<file path="src/pkg/ecl_pkg.sv">
package ecl_pkg;
  localparam int NERR = 14;
  localparam int CODE_W = 10;
  localparam int IDX_W = 4;
  localparam int CNT_W = 32;
  localparam int CLK_PERIOD_NS = 25;
  localparam int NS_PER_MS = 1000000;
  localparam int BLINK_FAST_MS = 100;
  localparam int BLINK_HALF_MS = 500;
  localparam int BLINK_SLOW_MS = 1000;

  // Half a blink period in clock cycles, rounded down
  function automatic int half_cyc(input int ms);
    return (ms * (NS_PER_MS / CLK_PERIOD_NS)) / 2;
  endfunction : half_cyc

  localparam int FAST_HALF_CYC = half_cyc(BLINK_FAST_MS);
  localparam int HALF_HALF_CYC = half_cyc(BLINK_HALF_MS);
  localparam int SLOW_HALF_CYC = half_cyc(BLINK_SLOW_MS);

  typedef enum logic [1:0] {
    BLK_FAST = 2'h0,
    BLK_HALF = 2'h1,
    BLK_SLOW = 2'h2
  } ecl_blink_t;

  // Fault slots
  localparam int E_PGM = 0;
  localparam int E_IOPRM = 1;
  localparam int E_BPRM = 2;
  localparam int E_MISM = 3;
  localparam int E_MODCHG = 4;
  localparam int E_IOACC = 5;
  localparam int E_SPACC = 6;
  localparam int E_CPU = 7;
  localparam int E_WDT = 8;
  localparam int E_OPER = 9;
  localparam int E_TMR = 10;
  localparam int E_EXT = 11;
  localparam int E_ESTOP = 12;
  localparam int E_BACKUP = 13;

  localparam logic [CODE_W-1:0] CODE_PGM = 10'h017;
  localparam logic [CODE_W-1:0] CODE_IOPRM = 10'h018;
  localparam logic [CODE_W-1:0] CODE_BPRM = 10'h019;
  localparam logic [CODE_W-1:0] CODE_MISM = 10'h01e;
  localparam logic [CODE_W-1:0] CODE_MODCHG = 10'h01f;
  localparam logic [CODE_W-1:0] CODE_IOACC = 10'h021;
  localparam logic [CODE_W-1:0] CODE_SPACC = 10'h022;
  localparam logic [CODE_W-1:0] CODE_CPU = 10'h027;
  localparam logic [CODE_W-1:0] CODE_WDT = 10'h028;
  localparam logic [CODE_W-1:0] CODE_OPER = 10'h029;
  localparam logic [CODE_W-1:0] CODE_TMR = 10'h02c;
  localparam logic [CODE_W-1:0] CODE_EXT = 10'h032;
  localparam logic [CODE_W-1:0] CODE_ESTOP = 10'h03c;
  localparam logic [CODE_W-1:0] CODE_BACKUP = 10'h1f4;
  localparam logic [CODE_W-1:0] CODE_NONE = 10'h000;

  localparam logic [CODE_W-1:0] CODE_TAB [NERR] = '{
    CODE_PGM, CODE_IOPRM, CODE_BPRM, CODE_MISM, CODE_MODCHG, CODE_IOACC, CODE_SPACC,
    CODE_CPU, CODE_WDT, CODE_OPER, CODE_TMR, CODE_EXT, CODE_ESTOP, CODE_BACKUP};
  localparam ecl_blink_t BLINK_TAB [NERR] = '{
    BLK_HALF, BLK_HALF, BLK_HALF, BLK_HALF, BLK_FAST, BLK_FAST, BLK_FAST,
    BLK_FAST, BLK_HALF, BLK_HALF, BLK_HALF, BLK_SLOW, BLK_SLOW, BLK_SLOW};
  // Heavy slots: 5, 6, 7, 11, 12
  localparam logic [NERR-1:0] HEAVY_MASK = 14'h18e0;
  // Slots 7, 12, 13 stay until power is cycled
  localparam logic [NERR-1:0] CLR_MASK = 14'h0f7f;
  localparam logic [NERR-1:0] ONE_FLAG = 14'h0001;
endpackage : ecl_pkg

</file>
<file path="src/rtl/ecl_flag.sv">
`timescale 1ns/1ps
`default_nettype none
module ecl_flag
  import ecl_pkg::*;
#(
  parameter int N = NERR,
  parameter logic [N-1:0] CLR_OK = CLR_MASK
) (
  // Clock and reset
  input wire logic clk,
  input wire logic rst,
  // Fault conditions and their check points
  input wire logic [N-1:0] cond,
  input wire logic [N-1:0] chk,
  // Operator clear
  input wire logic clr,
  // Latched faults
  output logic [N-1:0] flag
);
  if (N < 1) begin : g_bad_n
    $error("ecl_flag: N must be at least 1");
  end

  // A fault seen at its check point wins over a clear in the same cycle
  for (genvar i = 0; i < N; i++) begin : g_bit
    always_ff @(posedge clk) begin
      if (rst) begin
        flag[i] <= 1'b0;
      end else if (cond[i] && chk[i]) begin
        flag[i] <= 1'b1;
      end else if (clr && CLR_OK[i]) begin
        flag[i] <= 1'b0;
      end
    end
  end
endmodule : ecl_flag
`default_nettype wire

</file>
<file path="src/rtl/ecl_blink.sv">
`timescale 1ns/1ps
`default_nettype none
module ecl_blink
  import ecl_pkg::*;
#(
  parameter int FAST_HALF = FAST_HALF_CYC,
  parameter int HALF_HALF = HALF_HALF_CYC,
  parameter int SLOW_HALF = SLOW_HALF_CYC
) (
  // Clock and reset
  input wire logic clk,
  input wire logic rst,
  // Blink control
  input wire logic en,
  input wire ecl_blink_t sel,
  // LED drive
  output logic led
);
  if (FAST_HALF < 1 || HALF_HALF < 1 || SLOW_HALF < 1) begin : g_bad_half
    $error("ecl_blink: half periods must be at least one cycle");
  end

  logic [CNT_W-1:0] cnt;
  logic [CNT_W-1:0] half_m1;
  ecl_blink_t sel_q;
  logic en_q;

  always_comb begin
    case (sel)
      BLK_FAST: half_m1 = CNT_W'(FAST_HALF - 1);
      BLK_SLOW: half_m1 = CNT_W'(SLOW_HALF - 1);
      default: half_m1 = CNT_W'(HALF_HALF - 1);
    endcase
  end

  always_ff @(posedge clk) begin
    if (rst) begin
      sel_q <= BLK_HALF;
      en_q <= 1'b0;
    end else begin
      sel_q <= sel;
      en_q <= en;
    end
  end

  // A new period or a fresh enable restarts the blink with the LED lit
  always_ff @(posedge clk) begin
    if (rst || !en || !en_q || sel != sel_q) begin
      cnt <= '0;
      led <= en;
    end else if (cnt >= half_m1) begin
      cnt <= '0;
      led <= !led;
    end else begin
      cnt <= cnt + CNT_W'(1);
    end
  end
endmodule : ecl_blink
`default_nettype wire

</file>
<file path="src/rtl/ecl_top.sv">
`timescale 1ns/1ps
`default_nettype none
// What this block does
// - Corrupt program: code 23, warning, 0.5s, RUN entry
// - Bad I/O parameter: code 24, reset/RUN entry
// - Bad basic parameter: code 25, reset/RUN entry
// - Module type mismatch: code 30, RUN entry
// - Module added/removed: code 31, 0.1s, scan
// - I/O access failure: code 33, heavy, scan end
// - Special/link access failure: code 34, heavy
// - Processor fault: code 39, heavy, always watched
// - Scan watchdog overrun: code 40, while running
// - Operation error: code 41, while running
// - Timer index error: code 44, scan end
// - External heavy fault: code 50, 1s, flag
// - Emergency stop: code 60, cleared by power cycle
// - Backup failure: code 500, power-on, force STOP
module ecl_top
  import ecl_pkg::*;
#(
  parameter int FAST_HALF = FAST_HALF_CYC,
  parameter int HALF_HALF = HALF_HALF_CYC,
  parameter int SLOW_HALF = SLOW_HALF_CYC
) (
  // Clock and reset
  input wire logic CLK_SYS,
  input wire logic RST,
  // Check points
  input wire logic RUN_SWITCH,
  input wire logic CPU_RESET,
  input wire logic SCAN_START,
  input wire logic SCAN_END,
  input wire logic PGM_RUN,
  // Fault conditions
  input wire logic PGM_BAD,
  input wire logic IOPRM_BAD,
  input wire logic BPRM_BAD,
  input wire logic MOD_MISMATCH,
  input wire logic MOD_CHANGE,
  input wire logic IO_ACC_FAIL,
  input wire logic SPL_ACC_FAIL,
  input wire logic CPU_FAULT,
  input wire logic SCAN_OVER,
  input wire logic OPER_ERR,
  input wire logic TMR_IDX_ERR,
  input wire logic EXT_HEAVY,
  input wire logic ESTOP_EXEC,
  input wire logic BACKUP_FAIL,
  // Operator restart
  input wire logic CLR_ERR,
  // Error report
  output logic [CODE_W-1:0] ERR_CODE,
  output logic ERR_HEAVY,
  output logic ERR_ACTIVE,
  output logic ERR_LED,
  output logic [NERR-1:0] ERR_FLAGS,
  output logic EXT_HEAVY_FLAG,
  output logic FORCE_STOP
);
  logic por_chk;
  logic rst_chk;
  logic [NERR-1:0] cond;
  logic [NERR-1:0] chk;
  logic [NERR-1:0] err_flag;
  logic [IDX_W-1:0] next_idx;
  logic next_heavy;
  logic next_any;
  ecl_blink_t blink_sel;

  // Power-on check window is the first cycle after reset release
  always_ff @(posedge CLK_SYS) begin
    if (RST) begin
      por_chk <= 1'b1;
    end else begin
      por_chk <= 1'b0;
    end
  end

  assign rst_chk = CPU_RESET || por_chk;

  always_comb begin
    cond = '0;
    cond[E_PGM] = PGM_BAD;
    cond[E_IOPRM] = IOPRM_BAD;
    cond[E_BPRM] = BPRM_BAD;
    cond[E_MISM] = MOD_MISMATCH;
    cond[E_MODCHG] = MOD_CHANGE;
    cond[E_IOACC] = IO_ACC_FAIL;
    cond[E_SPACC] = SPL_ACC_FAIL;
    cond[E_CPU] = CPU_FAULT;
    cond[E_WDT] = SCAN_OVER;
    cond[E_OPER] = OPER_ERR;
    cond[E_TMR] = TMR_IDX_ERR;
    cond[E_EXT] = EXT_HEAVY;
    cond[E_ESTOP] = ESTOP_EXEC;
    cond[E_BACKUP] = BACKUP_FAIL;
  end

  // Each fault but the processor fault, which is sampled every cycle, is only sampled at its own check point
  always_comb begin
    chk = '0;
    chk[E_PGM] = RUN_SWITCH;
    chk[E_IOPRM] = RUN_SWITCH || rst_chk;
    chk[E_BPRM] = RUN_SWITCH || rst_chk;
    chk[E_MISM] = RUN_SWITCH;
    chk[E_MODCHG] = SCAN_START;
    chk[E_IOACC] = SCAN_END;
    chk[E_SPACC] = SCAN_END;
    chk[E_CPU] = 1'b1;
    chk[E_WDT] = PGM_RUN;
    chk[E_OPER] = PGM_RUN;
    chk[E_TMR] = SCAN_END;
    chk[E_EXT] = SCAN_END;
    chk[E_ESTOP] = PGM_RUN;
    chk[E_BACKUP] = por_chk;
  end

  ecl_flag #(
    .N(NERR),
    .CLR_OK(CLR_MASK)
  ) u_flag (
    .clk(CLK_SYS),
    .rst(RST),
    .cond(cond),
    .chk(chk),
    .clr(CLR_ERR),
    .flag(err_flag)
  );

  // Heavy errors first, then warnings; lowest slot wins within a class
  always_comb begin
    next_idx = '0;
    next_heavy = 1'b0;
    next_any = |err_flag;
    for (int i = NERR - 1; i >= 0; i--) begin
      if (err_flag[i] && HEAVY_MASK[i]) begin
        next_idx = IDX_W'(i);
        next_heavy = 1'b1;
      end
    end
    if (!next_heavy) begin
      for (int i = NERR - 1; i >= 0; i--) begin
        if (err_flag[i]) begin
          next_idx = IDX_W'(i);
        end
      end
    end
  end

  always_ff @(posedge CLK_SYS) begin
    if (RST) begin
      ERR_CODE <= CODE_NONE;
      ERR_HEAVY <= 1'b0;
      ERR_ACTIVE <= 1'b0;
      blink_sel <= BLK_HALF;
    end else begin
      ERR_CODE <= next_any ? CODE_TAB[next_idx] : CODE_NONE;
      ERR_HEAVY <= next_heavy;
      ERR_ACTIVE <= next_any;
      blink_sel <= BLINK_TAB[next_idx];
    end
  end

  always_ff @(posedge CLK_SYS) begin
    if (RST) begin
      ERR_FLAGS <= '0;
      EXT_HEAVY_FLAG <= 1'b0;
      FORCE_STOP <= 1'b0;
    end else begin
      ERR_FLAGS <= err_flag;
      EXT_HEAVY_FLAG <= err_flag[E_EXT];
      FORCE_STOP <= err_flag[E_BACKUP];
    end
  end

  ecl_blink #(
    .FAST_HALF(FAST_HALF),
    .HALF_HALF(HALF_HALF),
    .SLOW_HALF(SLOW_HALF)
  ) u_blink (
    .clk(CLK_SYS),
    .rst(RST),
    .en(ERR_ACTIVE),
    .sel(blink_sel),
    .led(ERR_LED)
  );
endmodule : ecl_top
`default_nettype wire

</file>
<file path="config.mk">
export PLATFORM = sky130hd
export DESIGN_NAME = ecl_top
export DESIGN_NICKNAME = d
export VERILOG_FILES = /design/src/pkg/ecl_pkg.sv /design/src/rtl/ecl_flag.sv /design/src/rtl/ecl_blink.sv /design/src/rtl/ecl_top.sv
export SDC_FILE = /design/constraint.sdc
export NUM_CORES = 1
export LEC_CHECK = 0
export ABC_AREA = 1
export BUFFER_PORTS_ARGS = -buffer_cell sky130_fd_sc_hd__buf_2
export CORE_UTILIZATION = 59
export CTS_BUF_LIST = sky130_fd_sc_hd__clkbuf_4 sky130_fd_sc_hd__clkbuf_8
export DETAILED_ROUTE_END_ITERATION = 10
export PLACE_DENSITY = 0.92
export SYNTH_ARGS = -nofsm -noshare
export SYNTH_HDL_FRONTEND = slang
export SYNTH_HIERARCHICAL = 1
export SYNTH_SLANG_ARGS = --single-unit
</file>
<file path="constraint.sdc">
create_clock -name CLK_SYS -period 2.57 [get_ports CLK_SYS]
set_input_delay 0.1285 -clock CLK_SYS [delete_from_list [all_inputs] [get_ports CLK_SYS]]
set_output_delay 0.1285 -clock CLK_SYS [all_outputs]
set_load 0.02 [all_outputs]
</file>
* Yosys cells after proc, flatten, opt, wreduce, memory -nomap -nowiden
Memory sizes are Yosys's and may differ from the RTL's. A register that Yosys moved wholly into a read port is not among the register bits. Index checks and enable logic that the tools add are counted.
Storage, ports and cells: output and inout port bits 29, memories 2, ROM bits 192, flip-flop bits (word level) 69, input port bits 22, word-level logic and storage cells 110
Memory list:
- (no name shown) | words 16, bits a word 10, read ports 1, clocked after Yosys merged registers in 1, wr ports 0, RTL line ecl_top.sv:157 | ERR_CODE <= next_any ? CODE_TAB[next_idx] : CODE_NONE;
- (no name shown) | words 16, bits a word 2, read ports 1, clocked after Yosys merged registers in 1, wr ports 0, RTL line ecl_top.sv:160 | blink_sel <= BLINK_TAB[next_idx];
Operators by class: bitwise gates (word level) 2, reductions and logical operators 37, multiplexer cells 41, magnitude comparators 1, equality and inequality tests 2, $add $sub $neg 1
Operators with widths (count):
- $mux W4 | 20
- $pmux W25 S2 | 1
- $add A32 B1 Y32 const B | 1
- $ge A32 B25 Y1 | 1
- $reduce_bool A2 Y1 | 12
- $mux W1 | 20
- $reduce_or A14 Y1 | 1
- $logic_and A1 B1 Y1 | 13
- $logic_or A1 B1 Y1 | 5
- $not A4 Y5 | 1
- $reduce_or A2 Y1 | 2
- $logic_not A1 Y1 | 3
- $eq A2 B2 Y1 const B | 1
- $logic_not A2 Y1 | 1
- $ne A2 B2 Y1 | 1
- $not A1 Y1 | 1

* Depth between registers and ports, before layout
depth after elaboration 21, depth in mapped cells 21, mapped depth without buffers 21

* Modules after synthesis
Netlist, hierarchy kept.
By module, submodules not included:
- ecl_blink | sequential area each 730.7 µm², instances 1, cells each 296, area each 2050.7 µm²
- ecl_top | sequential area each 520.5 µm², instances 1, cells each 156, area each 1208.7 µm²
- ecl_flag | sequential area each 280.3 µm², instances 1, cells each 56, area each 474.2 µm²

* Worst setup path before layout
Ideal clock, no wire load.
path kind reg-to-reg, start point register u_flag.flag[11], end point register ERR_CODE[3], data arrival time 1830 ps, buffers on the path 0, stages on the path, launching flop included 17, period minus slack after synthesis 1949 ps, path slack 621 ps, data required time 2451 ps, setup time 119 ps, cell sequence dfxtp_1 inv_2 nand2_1 o21ai_1 o211ai_1 nand3_1 nand2_1 nand3_1 nand3_1 nand4_1 and2_1 inv_2 ha_1 nor2_8 nand2_1 o21ai_1 o21bai_1
On the way: cells in the longest elaborated chain, start to end 20, elaborated cells between the ends (all ways) 27, classes of those cells mux: 23; bitwise: 2; reduce/logical: 2
RTL lines:
- start, declared | RTL line ecl_flag.sv:18 | output logic [N-1:0] flag
- start signal, assigned by index | RTL line ecl_flag.sv:28 | flag[i] <= 1'b0;
- start signal, assigned by index | RTL line ecl_flag.sv:30 | flag[i] <= 1'b1;
- start signal, assigned by index | RTL line ecl_flag.sv:32 | flag[i] <= 1'b0;
- $mux W4 (4 in a row) | RTL line ecl_top.sv:136 | if (err_flag[i] && HEAVY_MASK[i]) begin
- $mux W4 (14 in a row) | RTL line ecl_top.sv:143 | if (err_flag[i]) begin
- $mux W4 | RTL line ecl_top.sv:141 | if (!next_heavy) begin
- $not A4 Y5 (implied by the code) | RTL line ecl_top.sv:157
- end, declared | RTL line ecl_top.sv:52 | output logic [CODE_W-1:0] ERR_CODE,
Parallel ways exist; a longest one is shown, timed or not. A chain may end at the register's enable or synchronous reset.

* Worst setup path after layout
start point register u_flag.flag[11], end point register ERR_CODE[3]
On the way: cells in the longest elaborated chain, start to end 20, elaborated cells between the ends (all ways) 27, classes of those cells mux: 23; bitwise: 2; reduce/logical: 2
RTL lines:
- $mux W4 (4 in a row) | RTL line ecl_top.sv:136
- $mux W4 (14 in a row) | RTL line ecl_top.sv:143
- $mux W4 (*) | RTL line ecl_top.sv:141
- named net next_idx[0] | RTL line ecl_top.sv:65 | logic [IDX_W-1:0] next_idx;
- $not A4 Y5 (implied by the code) (*) | RTL line ecl_top.sv:157
The timed path passes the listed nets; every way through them passes the cells marked *.

==> impl_metrics.toml <==
[worst_setup_path]
crit_required_ps = 2810
r2r-start = "u_flag/flag[11]$_SDFFE_PP0P_"
start_kind = "register"
r2r_end = "ERR_CODE[3]$_SDFF_PP0_"
r2r_cells = 19
crit_path_end_kind = "register"
worstSetupPathType = "reg2reg"
r2r_slack_ps = 310
worst_ep_arrival_time_ps = 2510
crit_fanout = 6

[cts]
cts_tree = "done"
post_cts_buffers = 0
cts_sinks = 76
numCtsBuffers = 9
cts_root_buf = "clkbuf_8"
holdBufCountCts = 0
insertion_delay_ps = 350
ctsResizeCount = 0
htreeDepth = 3
clkSlewWorstSetupHoldPaths_ps = 80
clockBufferDepth = 2

[cells_and_area]
num_antenna_cells = 0
area.growth.synth_to_final_pct = 12.33
final_nets = 604
multi_input_area_um2 = 1872
drive_gt1_frac = 0.1728
final_common_cell = "nand2_1"
post-route-util = 0.6960
fill_cells = 436
final_cell_mix = "nand2_1, nor2_1, dfxtp_1, inv_1, buf_2"
seq_area_um2 = 1531

[global_route]
antenna_found_initial = 0
grt_util_all_layers = 0.2704
grt_pass1_vias = 3195
grt_max_degree = 35
overflow = 0
grt_pass1_wl_mm = 13.81

[synthesis]
async_reset_ff_frac = 0
synth_area_um2 = 3734
syn_inst = 508
yosysTopAreaCell = "dfxtp_1"
synth_seq_area_share = 0.4102
postSynthAreaPerCell_um2 = 7.350
synth_top_flop_cell = "dfxtp_1"
yosys-top-cells-area = "dfxtp_1, nand2_1, nor2_1, ha_1, inv_1"
synth-edff-count = 1
synth_cell_types = 40
yosysWarnings = 6
synth_top_area_frac = 0.4021
ys_ff_latch = 76

[worst_hold_path]
min-delay-start = "ESTOP_EXEC"
min_to = "u_flag/flag[12]$_SDFFE_PP0P_"
hp-class = "in2reg"
worstHoldPathCells = 3

[placed_design]
dpl.hpwl_mm = 5.849
port_buffers = 49
gp_congestion = 0.8982

[die]
io_pins = 51
rows = 28
die_x_um = 81.55
die_y_um = 81.55
start_util = 0.6196
core_um2 = 6026
dieArea_um2 = 6650

[route]
drt-met1-wl_mm = 3.446
via_per_inst = 5.204
drcViolationCount = 0
top_layer = "met4"
dr.pass1.iters = 5
wl_met3_um = 479
detail-route-antenna-nets = 0
met2_length_mm = 4.077
routedWlPerCell_um = 12.74
vias = 3341
routed_wl_mm = 8.182
drt_iter0_markers = 312

[status]
status = "completed"

[sta]
hold_ws_ps = 18.54
period_share = 0.8810
tns_ps = 0
finClkSkew_ps = 8.899
max_slew_margin = 0.5652
slew_viol_final = 0
tightest_slew_ps = 652.2
rsz0062_at_grt = "false"
hold_violations = 0
post-route-min-period_ps = 2264
setup_violations = 0
fmax_ghz = 0.4416

[flow_run]
maxCapViolCount = 0

[power_and_ir_drop]
totalPowerFinal_mw = 2.475
p_leak_nw = 1.907
p_per_area_nw_per_um2 = 590.2
vdd_drop_max_uv = 486.7
-- flip-flops by register name, indices dropped and copies added, names as in the netlist --
name / flops
u_blink/cnt: 32
ERR_FLAGS: 14
u_flag/flag: 14
ERR_CODE: 7
blink_sel: 2
u_blink/sel_q: 2
ERR_ACTIVE: 1
ERR_HEAVY: 1
por_chk: 1
u_blink/en_q: 1
u_blink/led: 1
-- cell type report --
type                            instances  area share
Multi-Input combinational cell        357      0.4463
Clock buffer                           10     0.03282
Clock inverter                          6    0.009248
Tap cell                               75     0.02237
Inverter                               68     0.06086
Sequential cell                        76      0.3652
Timing Repair Buffer                   50     0.06325
-- metal layers --
metal	up-vias	GRT usage
li1	1663	-
met4	0	0.1446
met3	22	0.06111
met2	142	0.4650
met1	1514	0.3103
met5	-	0
-- worst max path at each step --
| stage | start | to | slack, ps |
|---|---|---|---|
| 2_1_floorplan | u_flag/flag[11]$_SDFFE_PP0P_ | ERR_CODE[3]$_SDFF_PP0_ | 620 |
| 3_3_place_gp | blink_sel[1]$_SDFF_PP0_ | u_blink/cnt[19]$_SDFF_PP0_ | 490 |
| 3_5_place_dp | u_flag/flag[6]$_SDFFE_PP0P_ | ERR_CODE[3]$_SDFF_PP0_ | 350 |
| 4_1_cts | u_flag/flag[6]$_SDFFE_PP0P_ | ERR_CODE[3]$_SDFF_PP0_ | 330 |
| 5_1_grt | u_flag/flag[11]$_SDFFE_PP0P_ | ERR_CODE[3]$_SDFF_PP0_ | 100 |
| 6_report | u_flag/flag[11]$_SDFFE_PP0P_ | ERR_CODE[3]$_SDFF_PP0_ | 310 |
-- report_power, final --
part | switching (mW) | internal [mW] | total (mW)
clock network | 0.449 | 0.375 | 0.824
registers | 0.0310 | 1.24 | 1.27
logic | 0.252 | 0.129 | 0.381
-- cell usage after synthesis (2+ instances only) --
cell type,count
a21oi_1,18
a21oi_2,4
and2_1,2
buf_4,7
buf_6,3
clkbuf_1,2
conb_1,3
dfxtp_1,75
ha_1,20
inv_1,60
inv_2,7
nand2_1,126
nand2_2,2
nand2_4,2
nand3_1,20
nand4_1,7
nor2_1,91
nor2_2,3
nor2_4,4
nor3_1,8
nor3_2,3
o21ai_0,4
o21ai_1,6
xnor2_1,5
xor2_1,11
-- metrics by stage --
| stage | instance area, um2 | cells | setup slack, ps |
|---|---|---|---|
| 2_1_floorplan | 3752 | 513 | 620.6 |
| 3_3_place_gp | 4018 | 626 | 490.0 |
| 3_5_place_dp | 4018 | 626 | 346.5 |
| 4_1_cts | 4194 | 642 | 330.3 |
| 5_1_grt | 4194 | 642 | 102.4 |
| 6_report | 4194 | 642 | 305.7 |
-- cell families (layout without fill, tap and decap cells) --
kind of cell               Yosys count  after routing  synth area share
AOI/OAI and AO/OA                   38             38           0.06401
xor gates and xnor gates            16             16           0.03753
adders and majority gates           20             20           0.06702
buffers and inverters               80            134           0.09350
DFF                                 76             76            0.4102
other                                3              8          0.003016
and+or+nand+nor                    275            275            0.3247
-- worst max-delay path, stage by stage (launching register included) --
cell and delay (ps):
dfxtp_1 440, nor2_1 110, nor2_1 90, nand2_1 60, nand2_1 50, nand2_1 50
nand2_1 60, nand2_1 40, nand2_1 60, nand2_1 40, nand2_1 50, nand2_1 40
nand2_1 50, nand2_1 50, nand2_1 160, inv_1 150, ha_1 240, o211ai_2 200
o21ai_1 70, o21bai_1 140
(Power assumes the default switching activity.)
